<file path="src/pwm_cfg.svh">
// What this block does
// - Alignment bit clear selects left-aligned waveform for that channel.
// - Left-aligned counter counts up only, from zero to period minus one.
// - Left-aligned: counter equal to duty toggles the output flip-flop.
// - Left-aligned period match clears counter and flip-flop, reloads buffers.
// - Left-aligned output frequency is channel clock over period.
// - High fraction is duty/period, or (period-duty)/period with polarity zero.
// - Alignment bit set selects center-aligned waveform for that channel.
// - Center-aligned counter counts up and down, forced up at zero.
// - Center-aligned period match turns counting from up to down.
// - Center-aligned: duty match toggles flip-flop going up and going down.
// - Center-aligned: down count reaching zero turns up and reloads buffers.
// - Center-aligned period is twice the period value.
// - Four join bits merge pairs 0-1, 2-3, 4-5, 6-7 into 16-bit channels.
// - Even channel holds the high bytes, odd channel the low bytes.
// - Joined channel uses odd channel clock, polarity and output pin.
// - Joined channel runs on odd enable; even enable ignored, even pin off.
// - Any write to either counter byte clears the whole joined counter.
// - Joined channel alignment comes from the odd channel only.
// - Zero duty gives inverse polarity level; duty at/above period gives polarity.
// - Zero period holds counter at zero and output at polarity level.
// - Reset: count up, channels off, clock A for 0,1,4,5, B otherwise.
`ifndef PWM_CFG_SVH
`define PWM_CFG_SVH

// Word indices of the control registers.
`define A_EN       6'h00
`define A_POL      6'h01
`define A_CLK      6'h02
`define A_ALIGN    6'h03
`define A_JOIN     6'h04
// Upper address bits of the per-channel register groups.
`define G_PER      3'h1
`define G_DTY      3'h2
`define G_CNT      3'h3
// Clock choice reset: two bits per channel, 0=A 1=B 2=SA 3=SB.
`define CLK_SEL_RST 16'h5050
`define CLK_SEL_W   2
`define ONE16       16'h0001

`endif

</file>
<file path="src/pwm_pkg.sv">
`default_nettype none

package pwm_pkg;

	// Register bus handshake states, one-hot.
	typedef enum logic [1:0] {
		BUS_IDLE = 2'b01,
		BUS_ACK  = 2'b10
	} bus_state_t;

	// Live state of one 8-bit channel with its active compare latches.
	typedef struct packed {
		logic [7:0] cnt;
		logic       down;
		logic       ff;
		logic [7:0] per;
		logic [7:0] dty;
	} chan_t;

	// Result of one counting step of a lane, 8 or 16 bits wide.
	typedef struct packed {
		logic [15:0] cnt;
		logic        down;
		logic        ff;
		logic        load;
	} lane_t;

endpackage

`default_nettype wire

</file>
<file path="src/pwm_timer.sv">
// The Avalon-MM register port and the register addresses were left to the implementer.
`timescale 1ns/1ps
`default_nettype none
`include "pwm_cfg.svh"

module pwm_timer
	import pwm_pkg::*;
(
	input  wire logic        sys_clk,         // 250 MHz clock.
	input  wire logic        arst_n,          // Async reset, active low.
	input  wire logic [5:0]  avs_address,     // Word address.
	input  wire logic        avs_read,        // Read request.
	input  wire logic        avs_write,       // Write request.
	input  wire logic [31:0] avs_writedata,   // Write data.
	input  wire logic [3:0]  avs_byteenable,  // Byte lanes.
	output var  logic [31:0] avs_readdata,    // Read data.
	output var  logic        avs_waitrequest, // Stall, high while busy.
	input  wire logic [3:0]  clk_ticks,       // Pulses of A, B, SA, SB.
	output var  logic [7:0]  waveform_output  // Channel pins.
);

	////////////////////////////////////////////////////////////////////
	logic [1:0]  rst_sync_q;
	logic        rst_n;
	bus_state_t  bus_q, bus_d;
	logic [31:0] rdata_q, rdata_d;
	logic        wait_q, wait_d;
	logic [7:0]  en_q, en_d, pol_q, pol_d, align_q, align_d;
	logic [15:0] sel_q, sel_d;
	logic [3:0]  join_q, join_d, capv_q, capv_d;
	logic [7:0]  pbuf_q [8];
	logic [7:0]  pbuf_d [8];
	logic [7:0]  dbuf_q [8];
	logic [7:0]  dbuf_d [8];
	logic [7:0]  cap_q [4];
	logic [7:0]  cap_d [4];
	logic [7:0]  cnt_wr;
	chan_t       chan_q [8];
	chan_t       chan_d [8];
	logic [7:0]  pins_q, pins_d;
	logic [15:0] lo_cnt [4];
	logic [15:0] lo_per [4];
	logic [15:0] lo_dty [4];
	logic [3:0]  lo_step, lo_cen, lo_down;

	assign rst_n           = rst_sync_q[1];
	assign avs_readdata    = rdata_q;
	assign avs_waitrequest = wait_q;
	assign waveform_output = pins_q;

	// Reset release through two flip-flops.
	always_ff @(posedge sys_clk or negedge arst_n) begin
		if (!arst_n) begin
			rst_sync_q <= '0;
		end else begin
			rst_sync_q <= {rst_sync_q[0], 1'b1};
		end
	end

	////////////////////////////////////////////////////////////////////
	// Bus slave: take request, answer one cycle later, apply writes then.
	always_comb begin
		logic [2:0] ch;
		logic [1:0] pr;
		logic       rq;
		ch = avs_address[2:0];
		pr = avs_address[2:1];
		rq = avs_read || avs_write;
		bus_d = bus_q;
		rdata_d = rdata_q;
		en_d = en_q;
		pol_d = pol_q;
		align_d = align_q;
		sel_d = sel_q;
		join_d = join_q;
		pbuf_d = pbuf_q;
		dbuf_d = dbuf_q;
		cap_d = cap_q;
		capv_d = capv_q;
		cnt_wr = '0;
		unique case (bus_q)
			BUS_IDLE: begin
				if (rq) begin
					bus_d = BUS_ACK;
					rdata_d = '0;
					if (avs_read) begin
						unique case (avs_address[5:3])
							`G_PER: rdata_d[7:0] = pbuf_q[ch];
							`G_DTY: rdata_d[7:0] = dbuf_q[ch];
							`G_CNT: begin
								rdata_d[7:0] = chan_q[ch].cnt;
								if (join_q[pr] && !ch[0]) begin
									cap_d[pr] = chan_q[ch + 3'h1].cnt;
									capv_d[pr] = 1'b1;
								end else if (join_q[pr] && capv_q[pr]) begin
									rdata_d[7:0] = cap_q[pr];
									capv_d[pr] = 1'b0;
								end
							end
							default: begin
								unique case (avs_address)
									`A_EN:    rdata_d[7:0] = en_q;
									`A_POL:   rdata_d[7:0] = pol_q;
									`A_CLK:   rdata_d[15:0] = sel_q;
									`A_ALIGN: rdata_d[7:0] = align_q;
									`A_JOIN:  rdata_d[3:0] = join_q;
									default:  rdata_d = '0;
								endcase
							end
						endcase
					end
				end
			end
			BUS_ACK: begin
				bus_d = BUS_IDLE;
				if (avs_write && avs_byteenable[0]) begin
					unique case (avs_address[5:3])
						`G_PER: pbuf_d[ch] = avs_writedata[7:0];
						`G_DTY: dbuf_d[ch] = avs_writedata[7:0];
						`G_CNT: cnt_wr[ch] = 1'b1;
						default: begin
							unique case (avs_address)
								`A_EN:    en_d = avs_writedata[7:0];
								`A_POL:   pol_d = avs_writedata[7:0];
								`A_CLK:   sel_d[7:0] = avs_writedata[7:0];
								`A_ALIGN: align_d = avs_writedata[7:0];
								`A_JOIN:  join_d = avs_writedata[3:0];
								default:  ;
							endcase
						end
					endcase
				end
				if (avs_write && avs_byteenable[1] && avs_address == `A_CLK) begin
					sel_d[15:8] = avs_writedata[15:8];
				end
			end
		endcase
		wait_d = (bus_d != BUS_ACK);
	end

	// Bus and configuration registers.
	always_ff @(posedge sys_clk or negedge rst_n) begin
		if (!rst_n) begin
			bus_q <= BUS_IDLE;
			rdata_q <= '0;
			wait_q <= 1'b1;
			en_q <= '0;
			pol_q <= '0;
			align_q <= '0;
			sel_q <= `CLK_SEL_RST;
			join_q <= '0;
			pbuf_q <= '{default: '0};
			dbuf_q <= '{default: '0};
			cap_q <= '{default: '0};
			capv_q <= '0;
		end else begin
			bus_q <= bus_d;
			rdata_q <= rdata_d;
			wait_q <= wait_d;
			en_q <= en_d;
			pol_q <= pol_d;
			align_q <= align_d;
			sel_q <= sel_d;
			join_q <= join_d;
			pbuf_q <= pbuf_d;
			dbuf_q <= dbuf_d;
			cap_q <= cap_d;
			capv_q <= capv_d;
		end
	end

	////////////////////////////////////////////////////////////////////
	// One counting step of a lane in left or center alignment.
	function automatic lane_t step_lane(
		input logic [15:0] cnt,
		input logic [15:0] per,
		input logic [15:0] dty,
		input logic        cen,
		input logic        down,
		input logic        ff
	);
		lane_t       r;
		logic        dn;
		logic [15:0] nx;
		// Left alignment never counts down, even right after a center run.
		dn = down && (cnt != '0) && cen;
		nx = dn ? cnt - `ONE16 : cnt + `ONE16;
		r.cnt = cnt;
		r.down = dn;
		r.ff = ff;
		r.load = 1'b0;
		if (per == '0) begin
			r.cnt = '0;
			r.down = 1'b0;
			r.ff = 1'b0;
		end else if (!cen) begin
			if (nx >= per) begin
				r.cnt = '0;
				r.ff = 1'b0;
				r.load = 1'b1;
			end else begin
				r.cnt = nx;
				r.ff = (nx == dty) ? !ff : ff;
			end
		end else begin
			r.cnt = nx;
			r.ff = (nx == dty) ? !ff : ff;
			if (!dn && nx >= per) begin
				r.down = 1'b1;
			end
			if (dn && nx == '0) begin
				r.down = 1'b0;
				r.ff = 1'b0;
				r.load = 1'b1;
			end
		end
		return r;
	endfunction

	////////////////////////////////////////////////////////////////////
	// Channel lanes: the odd lane of a joined pair runs 16 bits wide.
	always_comb begin
		int          c;
		int          h;
		logic        solo, en, wr, step, pol, load, lvl;
		logic [15:0] cnt16, per16, dty16;
		lane_t       nl;
		c = 0;
		h = 0;
		solo = 1'b0;
		en = 1'b0;
		wr = 1'b0;
		step = 1'b0;
		pol = 1'b0;
		load = 1'b0;
		lvl = 1'b0;
		cnt16 = '0;
		per16 = '0;
		dty16 = '0;
		nl = '0;
		chan_d = chan_q;
		pins_d = '0;
		lo_cnt = '{default: '0};
		lo_per = '{default: '0};
		lo_dty = '{default: '0};
		lo_step = '0;
		lo_cen = '0;
		lo_down = '0;
		for (int p = 0; p < 4; p++) begin
			for (int l = 0; l < 2; l++) begin
				c = 2 * p + l;
				h = 2 * p;
				solo = !join_q[p];
				if (solo || l == 1) begin
					cnt16 = solo ? {8'h00, chan_q[c].cnt}
					             : {chan_q[h].cnt, chan_q[c].cnt};
					per16 = solo ? {8'h00, chan_q[c].per}
					             : {chan_q[h].per, chan_q[c].per};
					dty16 = solo ? {8'h00, chan_q[c].dty}
					             : {chan_q[h].dty, chan_q[c].dty};
					en = en_q[c];
					pol = pol_q[c];
					wr = cnt_wr[c] || (!solo && cnt_wr[h]);
					step = clk_ticks[sel_q[`CLK_SEL_W*c +: `CLK_SEL_W]]
					    && (en || per16 == '0) && !wr;
					nl = step_lane(cnt16, per16, dty16, align_q[c],
					               chan_q[c].down, chan_q[c].ff);
					if (wr) begin
						nl = '0;
						nl.load = 1'b1;
					end else if (!step) begin
						nl.cnt = cnt16;
						nl.down = chan_q[c].down;
						nl.ff = chan_q[c].ff;
						nl.load = 1'b0;
					end
					load = nl.load || !en;
					chan_d[c].cnt = nl.cnt[7:0];
					chan_d[c].down = nl.down;
					chan_d[c].ff = nl.ff;
					if (load) begin
						chan_d[c].per = pbuf_q[c];
						chan_d[c].dty = dbuf_q[c];
					end
					if (!solo) begin
						chan_d[h].cnt = nl.cnt[15:8];
						if (load) begin
							chan_d[h].per = pbuf_q[h];
							chan_d[h].dty = dbuf_q[h];
						end
					end
					if (per16 == '0) begin
						lvl = pol;
					end else if (dty16 == '0) begin
						lvl = !pol;
					end else if (dty16 >= per16) begin
						lvl = pol;
					end else begin
						lvl = chan_q[c].ff ^ pol;
					end
					pins_d[c] = en && lvl;
					if (l == 1) begin
						lo_cnt[p] = cnt16;
						lo_per[p] = per16;
						lo_dty[p] = dty16;
						lo_step[p] = step;
						lo_cen[p] = align_q[c];
						lo_down[p] = chan_q[c].down;
					end
				end
			end
		end
	end

	// Channel counters, latches and pins.
	always_ff @(posedge sys_clk or negedge rst_n) begin
		if (!rst_n) begin
			chan_q <= '{default: '0};
			pins_q <= '0;
		end else begin
			chan_q <= chan_d;
			pins_q <= pins_d;
		end
	end
endmodule

`default_nettype wire

</file>
<file path="config.mk">
export PLATFORM = sky130hd
export DESIGN_NAME = pwm_timer
export DESIGN_NICKNAME = d
export VERILOG_FILES = /design/src/pwm_pkg.sv /design/src/pwm_timer.sv
export VERILOG_INCLUDE_DIRS = /design/src
export SDC_FILE = /design/constraint.sdc
export NUM_CORES = 2
export LEC_CHECK = 0
export BUFFER_PORTS_ARGS = -buffer_cell sky130_fd_sc_hd__buf_2
export CORE_ASPECT_RATIO = 0.7
export CORE_MARGIN = 2
export CORE_UTILIZATION = 51
export DETAILED_ROUTE_END_ITERATION = 8
export PLACE_DENSITY = 0.67
export SETUP_SLACK_MARGIN = 0.1
export SLEW_MARGIN = 5
export SYNTH_ARGS = -nofsm -noshare
export SYNTH_HDL_FRONTEND = slang
export SYNTH_SLANG_ARGS = --single-unit
</file>
<file path="constraint.sdc">
create_clock -name sys_clk -period 29.2 [get_ports sys_clk]
set_input_delay 5.84 -clock sys_clk [delete_from_list [all_inputs] [get_ports sys_clk]]
set_output_delay 5.84 -clock sys_clk [all_outputs]
set_load 0.02 [all_outputs]
</file>
==> impl_summary.md <==
Status
The flow ran to the end, and the final reports show no timing, DRC or antenna violations.

Die
The die height is 224 µm. The core region is 0.0683 mm². For this configuration, the core starts out at a cell density of 51.7%. The overall die width is 318 µm. The die area is 0.0714 mm². The floorplan has 80 rows.

91 I/O pins were placed.

Synthesis
The commonest cells after synthesis are 439 x dfrtp_1, 348 x ha_1, 342 x mux2_2. Each instance of the synthesized netlist takes up on average 9.82 µm². After technology mapping, the gate count stands at approximately 3600. The largest total area in the synthesized netlist belongs to dfrtp_1.

The count of state elements after synthesis is around 450. The count of distinct cell types in the synthesized netlist is 97. Of all flip-flops after synthesis, the portion carrying an async set or reset was between 90% and 100%. The mapped netlist covers 0.0353 mm². Ranked by total cell area, the synthesized netlist is headed by dfrtp_1 31%, ha_1 12%, mux2_2 11%. The Yosys step of the flow raised 0 warnings. The sequential element share of the synthesized area is 31.6%.

In this run the biggest area consumer among cell types represents 31.1% of the synthesized area. dfrtp_1 is the most common cell in the netlist. The number of flops mapped to enable cells by yosys is 0. Among all flip-flop cells after synthesis, the most frequent one is dfrtp_1.

Flow run
The number of violations of the max-capacitance limit is 0.

CTS
The clock latency of the later-clocked register in the worst-skew pair is 590 ps. The sink count of the clock tree is roughly 450. The number of setup buffers added after CTS is 0. The post-CTS clock slew at the launch and capture registers of the worst setup and hold paths is 70 ps. The longest clock path from root to sink contains 3 buffers. TritonCTS built the clock tree. The number of gates resized after CTS was 0. The root buffer cell chosen for the clock tree is clkbuf_16. The hold buffer count at cts is 0. The H-tree was split into 2 levels. Clock tree synthesis inserted a total of 44 buffers.

Route
The count of TritonRoute iterations in the first routing pass is 6. After detailed routing, the number of vias per cell comes to 6.62. The number of design rule violations left after detail routing is 0. In the final routed layout, each cell accounts on average for 25.9 µm. The via count is around 30000. The detailed router finished its first iteration with 3790 violations. The total detailed-routing wirelength is 117 mm. The number of routed nets with antenna violations is 0.

Place
The post-DP HPWL is 90.0 mm. After detailed placement, the design holds a cell count of 4437. The final weighted congestion of routability-driven global placement is 1.03.

The number of input and output port buffers inserted is 56. The worst setup timing slack at the placement stage is roughly 19000 ps.

Global routing
The total grt overflow is 0. For this run, the total global-route usage over all layers was measured as 32.2%. Entering global routing, the biggest net connects 81 pins. The via count of the first global-routing pass is around 28000. The number of antenna violations at the first check in global routing was 11. The first global-routing pass estimated between 150 and 200 mm of wire.

Timing
The final number of hold-violating endpoints is 0. The pin slew with the least headroom to its limit is 1250 ps. The smallest setup slack after layout is 19850 ps.

Measured against its own limit, the worst slew margin works out to between 10% and 20%. The smallest clock period supported by the final layout is computed as 9350 ps. Setup repair after global routing left no endpoint under its margin.

The final max-slew violation count is 0. Setup violations remaining at the end of the flow were counted as 0. After routing, the total negative slack on setup checks comes to 0 ps. Based on the critical path, the design can be clocked at up to 107 MHz.

In the finished design, the share of the clock period the worst path needs comes to 32.0%. The final worst clock skew is 25.8 ps.

Critical path
The class of the most critical setup path is in2reg. STA classifies the critical path endpoint as a flip-flop. At the worst endpoint, the required time is 29710 ps. The critical path startpoint category is an input pin. STA puts the critical path data arrival time at 9860 ps. The worst register-to-register path begins at chan_q[101]$_DFFE_PN0N_.

Along the worst path, the maximum fanout reaches 41. The startpoint of the worst setup timing path is avs_address[2].

Hold path
The tightest min-delay check is of the reg2reg type. The worst hold path begins at rst_sync_q[0]$_DFF_PN0_.

Final layout
The layout overhead on the synthesized area is 7.07%. The number of non-filler instances in the completed layout is 4521. The layout has 6104 filler cells. In the final layout, the share of cells above drive strength 1 is between 10% and 20%. The number of nets in the layout is 3987.

Power
The power per cell area is about 43 mW/mm². For this design the static power due to leakage is 18.3 nW. IR analysis of the VDD net gives a maximum drop of a little over 0.00004 V. Summing internal, switching and leakage power gives roughly 1.6 mW.
final cells by class:
| type | count | area [µm²] | share of cell area (%) |
|---|---|---|---|
| Tap cell | 902 | 1130 | 2.99 |
| Clock buffer | 64 | 1270 | 3.35 |
| Inverter | 153 | 574 | 1.52 |
| Antenna cell | 4 | 10.0 | 0.0265 |
| Multi-Input combinational cell | 2852 | 23000 | 60.7 |
| Sequential cell | 445 | 11100 | 29.5 |
| Clock inverter | 16 | 218 | 0.576 |
| Timing Repair Buffer | 85 | 500 | 1.32 |
cells in the final DEF, fill, tap and decap left out, types with 73 or more instances in the layout:
master,Yosys,routed
a21oi_1,180,180
nor4_1,73,73
inv_1,151,151
dfrtp_1,439,438
xor2_1,78,78
nor2_1,184,184
o21ai_0,158,158
nand2_1,224,224
xnor2_1,153,153
a21o_1,107,107
ha_1,348,348
mux2_2,342,342
registers in the layout (all words and copies together), names as in the netlist, 8 cells and up, named ones only:
register	cells
dbuf_q	64
align_q	8
avs_readdata	16
sel_q	16
pbuf_q	64
pol_q	8
waveform_output	8
cap_q	32
en_q	8
chan_q	208
kinds of logic (layout without fill, tap and decap cells):
kind of cell | after synthesis | in the layout | share of synthesized area, %
AO/OA/AOI/OAI | 884 | 884 | 17.1
buffers and inverters | 312 | 318 | 3.60
flip-flops | 445 | 445 | 31.6
AND/OR/NAND/NOR | 929 | 929 | 13.6
multiplexers | 430 | 430 | 15.3
adder cells (fa/ha/maj) | 356 | 356 | 12.8
other | 2 | 21 | 0.0213
XOR/XNOR | 236 | 236 | 6.07
critical path: stages:
cell and delay (ps):
buf_2 580, buf_4 550, nand2b_1 560, nor2_1 80
o21ai_0 200, nand2_1 140, nor3b_1 330, nor2b_1 1030
a22oi_1 300, o21ai_0 210
routing by layer:
layer | track usage, % | up-vias | share of wire [%]
met2 | 41.4 | 1613 | 38
met3 | 11.6 | 228 | 13
li1 | - | 13400 | -
met1 | 49.7 | 14600 | 46
met5 | 1.14 | - | 0.14
met4 | 8.26 | 12 | 2.7
power by group:
part	total (mW)	internal [mW]	switching (mW)
Combinational	0.302	0.125	0.178
Clock	0.599	0.340	0.259
Sequential	0.717	0.656	0.0613
Total	1.62	1.12	0.498
per-stage QoR:
step,hold WS (ps),utilization (%),area (µm²)
floorplan,331,-,35400
global placement,336,53.2,36300
detailed placement,337,53.2,36300
CTS,353,55.4,37800
global route,360,55.4,37800
finish,350,55.4,37800
path summary, 6_finish.rpt:
check,to,slack (ps),depth (start not counted)
worst max-delay path,chan_q[150]$_DFFE_PN0N_,19850,10
worst min-delay path,rst_sync_q[1]$_DFF_PN0_,350,0
worst max register to register,chan_q[82]$_DFF_PN0_,21820,20
worst min register to register,rst_sync_q[1]$_DFF_PN0_,350,0
max in group asynchronous,rst_sync_q[1]$_DFF_PN0_,24070,1
min in group asynchronous,chan_q[84]$_DFF_PN0_,500,0
Note: power is estimated with default switching activity, not from simulation.
